[config.mk]
export PLATFORM = sky130hd
export DESIGN_NAME = wdog_top
export DESIGN_NICKNAME = d
export VERILOG_FILES = /design/src/verilog/wdog_pkg.sv /design/src/verilog/wdog_timer.sv /design/src/verilog/wdog_top.sv
export VERILOG_INCLUDE_DIRS = /design/src /design/src/verilog
export SDC_FILE = /design/constraint.sdc
export NUM_CORES = 1
export LEC_CHECK = 0
export ABC_CLOCK_PERIOD_IN_PS = 3800
export BUFFER_PORTS_ARGS = -buffer_cell sky130_fd_sc_hd__buf_2
export CORE_AREA = 3 3 130 195
export CTS_BUF_LIST = sky130_fd_sc_hd__clkbuf_4
export CTS_CLUSTER_SIZE = 25
export DETAILED_ROUTE_END_ITERATION = 7
export DIE_AREA = 0 0 133 198
export PLACE_DENSITY = 0.53
export SYNTH_ARGS = -nofsm -noshare
export SYNTH_HDL_FRONTEND = slang
export SYNTH_HIERARCHICAL = 1
export SYNTH_SLANG_ARGS = --single-unit
[constraint.sdc]
create_clock -name mclk -period 3.8 [get_ports mclk]
set_input_delay 0.57 -clock mclk [delete_from_list [all_inputs] [get_ports mclk]]
set_output_delay 0.57 -clock mclk [all_outputs]
set_load 0.01 [all_outputs]
[src/verilog/wdog_defs.svh]
// Constants for the host and process data watchdog block.
// Assumes byte-wide register ports with byte addresses.
`ifndef WDOG_DEFS_SVH
`define WDOG_DEFS_SVH

// ============================================================
// Register byte offsets
`define WD_OFS_DIV_LO        12'h400
`define WD_OFS_DIV_HI        12'h401
`define WD_OFS_HOST_TIME_LO  12'h410
`define WD_OFS_HOST_TIME_HI  12'h411
`define WD_OFS_PD_TIME_LO    12'h420
`define WD_OFS_PD_TIME_HI    12'h421
`define WD_OFS_PD_STAT_LO    12'h440
`define WD_OFS_PD_STAT_HI    12'h441
`define WD_OFS_PD_CNT        12'h442
`define WD_OFS_HOST_CNT      12'h443

// ============================================================
// Reset values
`define WD_RST_DIV           16'h09C2
`define WD_RST_TIME          16'h03E8
`define WD_RST_CNT           8'h00

// ============================================================
// Field positions and limits
`define WD_STAT_RUN_BIT      0
`define WD_CNT_MAX           8'hFF
`define WD_DIV_EXTRA         17'h0_0001

`endif

[src/verilog/wdog_pkg.sv]
// Types shared by the watchdog block files.
// Assumes wdog_defs.svh holds the numeric constants.
package wdog_pkg;
    typedef logic [15:0] wd_word_t;   // 16-bit watchdog register
    typedef logic [7:0]  wd_byte_t;   // One register byte
    typedef logic [11:0] wd_addr_t;   // Byte address
endpackage

[src/verilog/wdog_timer.sv]
// One watchdog timer counting basic increments up to its period.
// Assumes a one-cycle increment pulse and a one-cycle restart pulse.
`timescale 1ns/1ps
`default_nettype none
module wdog_timer
    import wdog_pkg::*;
(
    input  wire logic     mclk,      // System clock
    input  wire logic     rst,       // Synchronous reset, high
    input  wire logic     inc,       // Basic increment pulse
    input  wire logic     restart,   // Restart event pulse
    input  wire wd_word_t period,    // Programmed increments, 0 = off
    output logic          expired,   // Expired level
    output logic          fired      // One-cycle expiry pulse
);
    // ============================================================
    // State
    wd_word_t count_q, count_d;   // Elapsed increments
    logic     exp_q, exp_d;       // Expired flag
    logic     fire_q, fire_d;     // Expiry pulse

    // Next state of the countdown
    always_comb begin
        count_d = count_q;
        exp_d   = exp_q;
        fire_d  = 1'b0;
        if (period == 16'h0000) begin
            // Disabled: never expires
            count_d = 16'h0000;
            exp_d   = 1'b0;
        end else if (restart) begin
            // Restart from the full period
            count_d = 16'h0000;
            exp_d   = 1'b0;
        end else if (inc && !exp_q) begin
            if (count_q + 16'h0001 >= period) begin
                // Period used up without restart
                exp_d  = 1'b1;
                fire_d = 1'b1;
            end else begin
                count_d = count_q + 16'h0001;
            end
        end
    end

    // Register the countdown
    always_ff @(posedge mclk) begin
        if (rst) begin
            count_q <= 16'h0000;
            exp_q   <= 1'b0;
            fire_q  <= 1'b0;
        end else begin
            count_q <= count_d;
            exp_q   <= exp_d;
            fire_q  <= fire_d;
        end
    end

    assign expired = exp_q;
    assign fired   = fire_q;

    // ============================================================
    // Checks
    a_fire_sets_exp: assert property (@(posedge mclk) disable iff (rst)
        fire_q |-> exp_q)
        else $error("expiry pulse without expired level");
    a_exp_holds: assert property (@(posedge mclk) disable iff (rst)
        exp_q && !restart && period != 16'h0000 |=> exp_q)
        else $error("expired state dropped without restart");
endmodule
`default_nettype wire

[src/verilog/wdog_top.sv]
// Top of the host and process data watchdog block.
// Assumes byte-wide register ports from both sides, synchronous to mclk,
// and a one-cycle base_tick strobe per 25 MHz base clock tick.
`timescale 1ns/1ps
`default_nettype none
`include "wdog_defs.svh"
module wdog_top
    import wdog_pkg::*;
#(
    parameter int NCH = 4                          // Buffer channel count
)(
    input  wire logic           mclk,              // 20 MHz clock
    input  wire logic           rst,               // Synchronous reset, high
    input  wire logic           base_tick,         // 25 MHz base tick strobe
    input  wire wd_addr_t       fb_addr,           // Fieldbus byte address
    input  wire logic           fb_wr,             // Fieldbus write strobe
    input  wire logic           fb_rd,             // Fieldbus read strobe
    input  wire wd_byte_t       fb_wdata,          // Fieldbus write byte
    output logic [7:0]          fb_rdata,          // Fieldbus read byte
    input  wire wd_addr_t       host_addr,         // Host byte address
    input  wire logic           host_wr,           // Host write strobe
    input  wire logic           host_rd,           // Host read strobe
    output logic [7:0]          host_rdata,        // Host read byte
    input  wire logic [NCH-1:0] buf_wr,            // Channel write pulses
    input  wire logic [NCH-1:0] buf_trig_en,       // Channel trigger enables
    output logic                link_status_host_wd, // Host watchdog expired
    output logic                app_event_pd       // Process event request bit
);
    // ============================================================
    // Registers
    wd_word_t div_q, div_d;             // Increment divider
    wd_word_t host_time_q, host_time_d; // Host watchdog period
    wd_word_t pd_time_q, pd_time_d;     // Process watchdog period
    wd_byte_t pd_cnt_q, pd_cnt_d;       // Process expiry counter
    wd_byte_t host_cnt_q, host_cnt_d;   // Host expiry counter
    wd_byte_t fb_rd_q, fb_rd_d;         // Fieldbus read data
    wd_byte_t host_rd_q, host_rd_d;     // Host read data
    logic     event_q, event_d;         // Process event request
    logic     hstat_q, hstat_d;         // Host expired status copy
    logic [16:0] presc_q, presc_d;      // Base tick prescaler
    logic     inc_q, inc_d;             // Basic increment pulse

    // Timer outputs and decoded strobes
    logic host_exp, host_fire;          // Host watchdog state
    logic pd_exp, pd_fire;              // Process watchdog state
    logic host_access;                  // Any host access
    logic pd_trigger;                   // Qualifying channel write
    logic cnt_clear;                    // Fieldbus counter write
    logic stat_read;                    // Status register read

    assign host_access = host_wr | host_rd;
    assign pd_trigger  = |(buf_wr & buf_trig_en);
    assign cnt_clear   = fb_wr && (fb_addr == `WD_OFS_PD_CNT ||
                                   fb_addr == `WD_OFS_HOST_CNT);
    assign stat_read   = (fb_rd && (fb_addr == `WD_OFS_PD_STAT_LO ||
                                    fb_addr == `WD_OFS_PD_STAT_HI)) ||
                         (host_rd && (host_addr == `WD_OFS_PD_STAT_LO ||
                                      host_addr == `WD_OFS_PD_STAT_HI));

    // ============================================================
    // Read mux, shared by both sides
    function automatic wd_byte_t read_byte(input wd_addr_t a);
        wd_byte_t r;
        r = 8'h00;
        unique case (a)
            `WD_OFS_DIV_LO:       r = div_q[7:0];
            `WD_OFS_DIV_HI:       r = div_q[15:8];
            `WD_OFS_HOST_TIME_LO: r = host_time_q[7:0];
            `WD_OFS_HOST_TIME_HI: r = host_time_q[15:8];
            `WD_OFS_PD_TIME_LO:   r = pd_time_q[7:0];
            `WD_OFS_PD_TIME_HI:   r = pd_time_q[15:8];
            `WD_OFS_PD_STAT_LO:   r = {7'h00, ~pd_exp};
            `WD_OFS_PD_STAT_HI:   r = 8'h00;
            `WD_OFS_PD_CNT:       r = pd_cnt_q;
            `WD_OFS_HOST_CNT:     r = host_cnt_q;
            default:              r = 8'h00;
        endcase
        return r;
    endfunction

    // ============================================================
    // Prescaler: one increment per divider plus two base ticks
    always_comb begin
        presc_d = presc_q;
        inc_d   = 1'b0;
        if (base_tick) begin
            // At or past the end, so a lowered divider never waits for a wrap
            if (presc_q >= ({1'b0, div_q} + `WD_DIV_EXTRA)) begin
                presc_d = 17'h0_0000;
                inc_d   = 1'b1;
            end else begin
                presc_d = presc_q + 17'h0_0001;
            end
        end
    end

    // Register the prescaler
    always_ff @(posedge mclk) begin
        if (rst) begin
            presc_q <= 17'h0_0000;
            inc_q   <= 1'b0;
        end else begin
            presc_q <= presc_d;
            inc_q   <= inc_d;
        end
    end

    // ============================================================
    // Register file next state
    always_comb begin
        div_d       = div_q;
        host_time_d = host_time_q;
        pd_time_d   = pd_time_q;
        pd_cnt_d    = pd_cnt_q;
        host_cnt_d  = host_cnt_q;
        event_d     = event_q;
        // Only the fieldbus side may change the time registers
        if (fb_wr) begin
            unique case (fb_addr)
                `WD_OFS_DIV_LO:       div_d[7:0]        = fb_wdata;
                `WD_OFS_DIV_HI:       div_d[15:8]       = fb_wdata;
                `WD_OFS_HOST_TIME_LO: host_time_d[7:0]  = fb_wdata;
                `WD_OFS_HOST_TIME_HI: host_time_d[15:8] = fb_wdata;
                `WD_OFS_PD_TIME_LO:   pd_time_d[7:0]    = fb_wdata;
                `WD_OFS_PD_TIME_HI:   pd_time_d[15:8]   = fb_wdata;
                default:              ;
            endcase
        end
        // Clear both counters; a coincident expiry still counts
        if (cnt_clear) begin
            pd_cnt_d   = `WD_RST_CNT;
            host_cnt_d = `WD_RST_CNT;
        end
        if (pd_fire && pd_cnt_d != `WD_CNT_MAX) begin
            pd_cnt_d = pd_cnt_d + 8'h01;
        end
        if (host_fire && host_cnt_d != `WD_CNT_MAX) begin
            host_cnt_d = host_cnt_d + 8'h01;
        end
        // Event request: set wins over read clear
        if (stat_read) begin
            event_d = 1'b0;
        end
        if (pd_fire) begin
            event_d = 1'b1;
        end
    end

    // Read data and status copy
    always_comb begin
        fb_rd_d   = fb_rd ? read_byte(fb_addr) : fb_rd_q;
        host_rd_d = host_rd ? read_byte(host_addr) : host_rd_q;
        hstat_d   = host_exp;
    end

    // Register the register file
    always_ff @(posedge mclk) begin
        if (rst) begin
            div_q       <= `WD_RST_DIV;
            host_time_q <= `WD_RST_TIME;
            pd_time_q   <= `WD_RST_TIME;
            pd_cnt_q    <= `WD_RST_CNT;
            host_cnt_q  <= `WD_RST_CNT;
            event_q     <= 1'b0;
            fb_rd_q     <= 8'h00;
            host_rd_q   <= 8'h00;
            hstat_q     <= 1'b0;
        end else begin
            div_q       <= div_d;
            host_time_q <= host_time_d;
            pd_time_q   <= pd_time_d;
            pd_cnt_q    <= pd_cnt_d;
            host_cnt_q  <= host_cnt_d;
            event_q     <= event_d;
            fb_rd_q     <= fb_rd_d;
            host_rd_q   <= host_rd_d;
            hstat_q     <= hstat_d;
        end
    end

    // ============================================================
    // Watchdog timers
    wdog_timer u_host_wd (
        .mclk    (mclk),
        .rst     (rst),
        .inc     (inc_q),
        .restart (host_access),
        .period  (host_time_q),
        .expired (host_exp),
        .fired   (host_fire)
    );

    wdog_timer u_pd_wd (
        .mclk    (mclk),
        .rst     (rst),
        .inc     (inc_q),
        .restart (pd_trigger),
        .period  (pd_time_q),
        .expired (pd_exp),
        .fired   (pd_fire)
    );

    // Outputs
    assign fb_rdata            = fb_rd_q;
    assign host_rdata          = host_rd_q;
    assign link_status_host_wd = hstat_q;
    assign app_event_pd        = event_q;

    // ============================================================
    // Checks
    a_time_reset: assert property (@(posedge mclk)
        $past(rst) |-> host_time_q == 16'h03E8 && pd_time_q == 16'h03E8)
        else $error("time registers not at reset value");
    a_host_disable: assert property (@(posedge mclk) disable iff (rst)
        host_time_q == 16'h0000 |=> !host_exp)
        else $error("host watchdog expired while disabled");
    a_host_restart: assert property (@(posedge mclk) disable iff (rst)
        host_access |=> !host_exp ##1 !link_status_host_wd)
        else $error("host access did not restart watchdog");
    a_pd_restart: assert property (@(posedge mclk) disable iff (rst)
        pd_trigger |=> !pd_exp)
        else $error("triggered channel write did not restart");
    a_pd_status: assert property (@(posedge mclk) disable iff (rst)
        fb_rd && fb_addr == 12'h440 |=> fb_rdata == {7'h00, ~$past(pd_exp)})
        else $error("process status byte wrong");
    a_event_clear: assert property (@(posedge mclk) disable iff (rst)
        stat_read && !pd_fire |=> !app_event_pd)
        else $error("status read did not clear event");
    a_pd_cnt_sat: assert property (@(posedge mclk) disable iff (rst)
        pd_cnt_q == 8'hFF && !cnt_clear |=> pd_cnt_q == 8'hFF)
        else $error("process counter left saturation");
    a_host_cnt_inc: assert property (@(posedge mclk) disable iff (rst)
        host_fire && !cnt_clear && host_cnt_q != 8'hFF
        |=> host_cnt_q == $past(host_cnt_q) + 8'h01)
        else $error("host counter did not count expiry");
    a_cnt_clear: assert property (@(posedge mclk) disable iff (rst)
        cnt_clear && !pd_fire && !host_fire |=> pd_cnt_q == 8'h00 && host_cnt_q == 8'h00)
        else $error("counters not cleared together");
    a_host_ro: assert property (@(posedge mclk) disable iff (rst)
        host_wr && !fb_wr |=> $stable(host_time_q) && $stable(pd_time_q))
        else $error("host changed a time register");
    a_inc_spacing: assert property (@(posedge mclk) disable iff (rst)
        inc_q |-> !$past(inc_q))
        else $error("increment pulses back to back");

    c_host_expire: cover property (@(posedge mclk) disable iff (rst) host_fire);
    c_pd_expire:   cover property (@(posedge mclk) disable iff (rst) pd_fire);
    c_evt_clear:   cover property (@(posedge mclk) disable iff (rst)
        app_event_pd && stat_read);
    c_cnt_clear:   cover property (@(posedge mclk) disable iff (rst)
        cnt_clear && pd_cnt_q != 8'h00);
endmodule
`default_nettype wire

==> impl_metrics.py <==
metrics = {
    "status": {
        "status": "complete, no violations",
    },
    "route": {
        "ant_nets": 0,
        "via_per_inst": 5.60,
        "routedWlPerCell_um": 18.7,
        "vias": 8554,
        "routed_wl_um": 28600,
        "drtIter0Drc": 501,
        "route.detailed.drc": 0,
        "first_pass_iters": 5,
    },
    "yosys": {
        "syn_area_sq_mm": 0.00943,
        "yosysSeqAreaShare": 0.289,
        "ys_warn_count": 6,
        "postSynthCellCount": 1152,
        "syn-mean-instance-area_sq_um": 8.18,
        "synth_seq_cells": 136,
        "synthDistinctLibCells": 72,
        "synth_edf_count": 0,
        "mappedNetlistNets": 1254,
        "synth_flop_cell": "dfxtp_1",
        "async_flop_share": 0,
    },
    "timing": {
        "setup_tns_ns": 0,
        "skew_ns": 0.0190,
        "fmax_ghz": 0.286,
        "rsz0062_at_grt": "no",
        "fin_ws_ns": 0.301,
        "finalCriticalPeriod_ns": 3.50,
        "setup_viol": 0,
        "drv_slew": 0,
        "post-route-period-util": 0.921,
        "tightest_slew_ns": 0.909,
        "finalHoldViolations": 0,
        "max_slew_margin": 0.390,
    },
    "clock_network": {
        "cts_made_buffers": 17,
        "cts_setup_buffers": 0,
        "insertion_delay_ns": 0.60,
        "cts.repair.resized": 0,
        "path_clk_slew_ns": 0.15,
        "ctsHtreeMaxLevel": 4,
        "cts_tree": "done",
        "clk_path_buf_depth": 2,
        "clk_root_buffer_cell": "clkbuf_4",
        "ctsHoldBuffers": 0,
        "clock-sinks": 136,
    },
    "min_path": {
        "worstHoldStart": "fb_wdata[6]",
        "hold_class": "input port to register",
    },
    "die": {
        "row_count": 69,
        "die_area_sq_mm": 0.0263,
        "io_pins": 65,
        "initial_utilization": 0.397,
        "die-height_um": 198,
        "core_sq_mm": 0.0237,
        "die_w_um": 133,
    },
    "final_layout": {
        "stdcell_area_sq_mm": 0.0104,
        "seqCellArea_sq_mm": 0.00272,
        "final_common_cell": "nand2_1",
        "fin_nets": 1296,
        "utilization": 0.437,
        "drive_gt1_frac": 0.139,
        "fillCellCount": 2464,
        "multi_input_area_sq_mm": 0.00624,
        "area_delta_synth_final_pct": 9.95,
        "mostFrequentLayoutCells": "153 x nand2_1, 136 x dfxtp_1, 81 x mux2i_1, 70 x nor2_1, 64 x buf_2",
    },
    "critical_path": {
        "path_max_fanout": 20,
        "cp.arrival_ns": 3.99,
        "reg2reg_setup_slack_ns": 0.30,
        "reg2reg_depth": 12,
        "crit_path_end_kind": "register",
        "r2r-start": "u_pd_wd/count_q[0]",
        "critPathKind": "register to register",
        "r2r_end": "u_pd_wd/count_q[2]",
        "setup.worst_path.start": "u_pd_wd/count_q[0]",
        "startpoint_type": "register",
        "cp-endpoint": "u_pd_wd/count_q[2]",
        "critPathRequiredTime_ns": 4.29,
    },
    "placement": {
        "dp_hpwl_um": 21600,
        "port_buffers": 64,
        "gp_congestion": 0.960,
        "placed_area_sq_mm": 0.0100,
        "post-place-ws_ns": 0.270,
    },
    "global_route": {
        "grt_pass1_wl_um": 45600,
        "antenna_found_initial": 2,
        "grt_use_total": 0.218,
        "grt_max_degree": 46,
        "grt-ovfl-total": 0,
        "grt_pass1_vias": 8269,
    },
    "run": {
        "drv_cap": 0,
    },
    "pwr": {
        "power.density_mw_per_mm2": 270,
        "p_total_mw": 2.80,
        "peakVddDrop_uv": 169,
        "p_leak_nw": 3.95,
    },
}
per-stage QoR:
step           instances  hold slack, ns
2_1_floorplan       1152           0.438
3_3_place_gp        1494           0.447
3_5_place_dp        1494           0.453
4_1_cts             1526           0.254
5_1_grt             1528           0.247
6_report            1528           0.297
worst max-delay path, stage by stage, from the launching register on:
cell	delay, ns
dfxtp_1	0.43
ha_1	0.24
nand3_2	0.13
or4_4	0.58
nor3_2	0.17
xor2_1	0.10
ha_1	0.30
nand4_1	0.13
or4_1	0.57
o32ai_2	0.20
buf_4	0.29
nor4b_1	0.10
mux2i_1	0.15
power breakdown:
part	switching [mW]	total, mW	internal [mW]	leakage (nW)
logic	0.131	0.193	0.0628	2.68
clock network	0.640	1.18	0.537	0.175
registers	0.00431	1.43	1.43	1.10
total	0.775	2.80	2.03	3.95
state kept, by name, summed over array words and instances (netlist names):
register / count
fb_rdata: 8
host_time_q: 16
inc_q: 1
u_host_wd/fired: 1
pd_time_q: 16
div_q: 16
app_event_pd: 1
presc_q: 17
pd_cnt_q: 8
host_rdata: 8
host_cnt_q: 8
u_pd_wd/fired: 1
u_pd_wd/count_q: 16
link_status_host_wd: 1
u_host_wd/count_q: 16
u_host_wd/expired: 1
u_pd_wd/expired: 1
synthesized netlist by cell type (13+ instances only):
library cell | n | area (sq um)
nand3_1 | 53 | 265
nor3_1 | 49 | 245
ha_1 | 55 | 688
clkbuf_1 | 35 | 131
nand2_1 | 153 | 574
xnor2_1 | 36 | 315
buf_2 | 17 | 85.1
and3_1 | 15 | 93.8
nor2_1 | 70 | 263
a22oi_1 | 13 | 97.6
nand2b_1 | 27 | 169
nor4_1 | 29 | 181
dfxtp_1 | 136 | 2720
inv_1 | 53 | 199
mux2_2 | 15 | 169
o21ai_0 | 22 | 110
a21oi_1 | 62 | 310
xor2_1 | 25 | 219
mux2i_1 | 81 | 811
nand4_1 | 24 | 150
worst min-delay path by stage:
stage	to	depth (start not counted)	slack (ns)
2_1_floorplan	link_status_host_wd	1	0.44
3_3_place_gp	link_status_host_wd	1	0.45
3_5_place_dp	host_rdata[4]	2	0.45
4_1_cts	pd_time_q[15]	3	0.25
5_1_grt	pd_time_q[14]	3	0.25
6_report	pd_time_q[14]	3	0.30
cell families after synthesis:
group	synth area share
compound gates	0.126
xor+xnor	0.0567
fa+ha+maj	0.0730
buf+inv	0.0500
flops	0.289
mux	0.104
simple gates	0.302
cell type report:
cell class | count | area share
diodes | 2 | 0.000483
inverters | 53 | 0.0192
clock buffers | 17 | 0.0123
repair buffers | 82 | 0.0439
multi-input cells | 904 | 0.602
flip-flops and latches | 136 | 0.263
well taps | 319 | 0.0385
clock inverters | 15 | 0.0206
routing by layer:
metal	GRT usage	vias up	share of wire
met3	0.0318	68	0.035
met4	0.106	0	0.042
met2	0.388	216	0.51
li1	-	4265	-
met1	0.255	4005	0.42
met5	0	-	0
No activity file was read; power rests on OpenSTA's default activity.
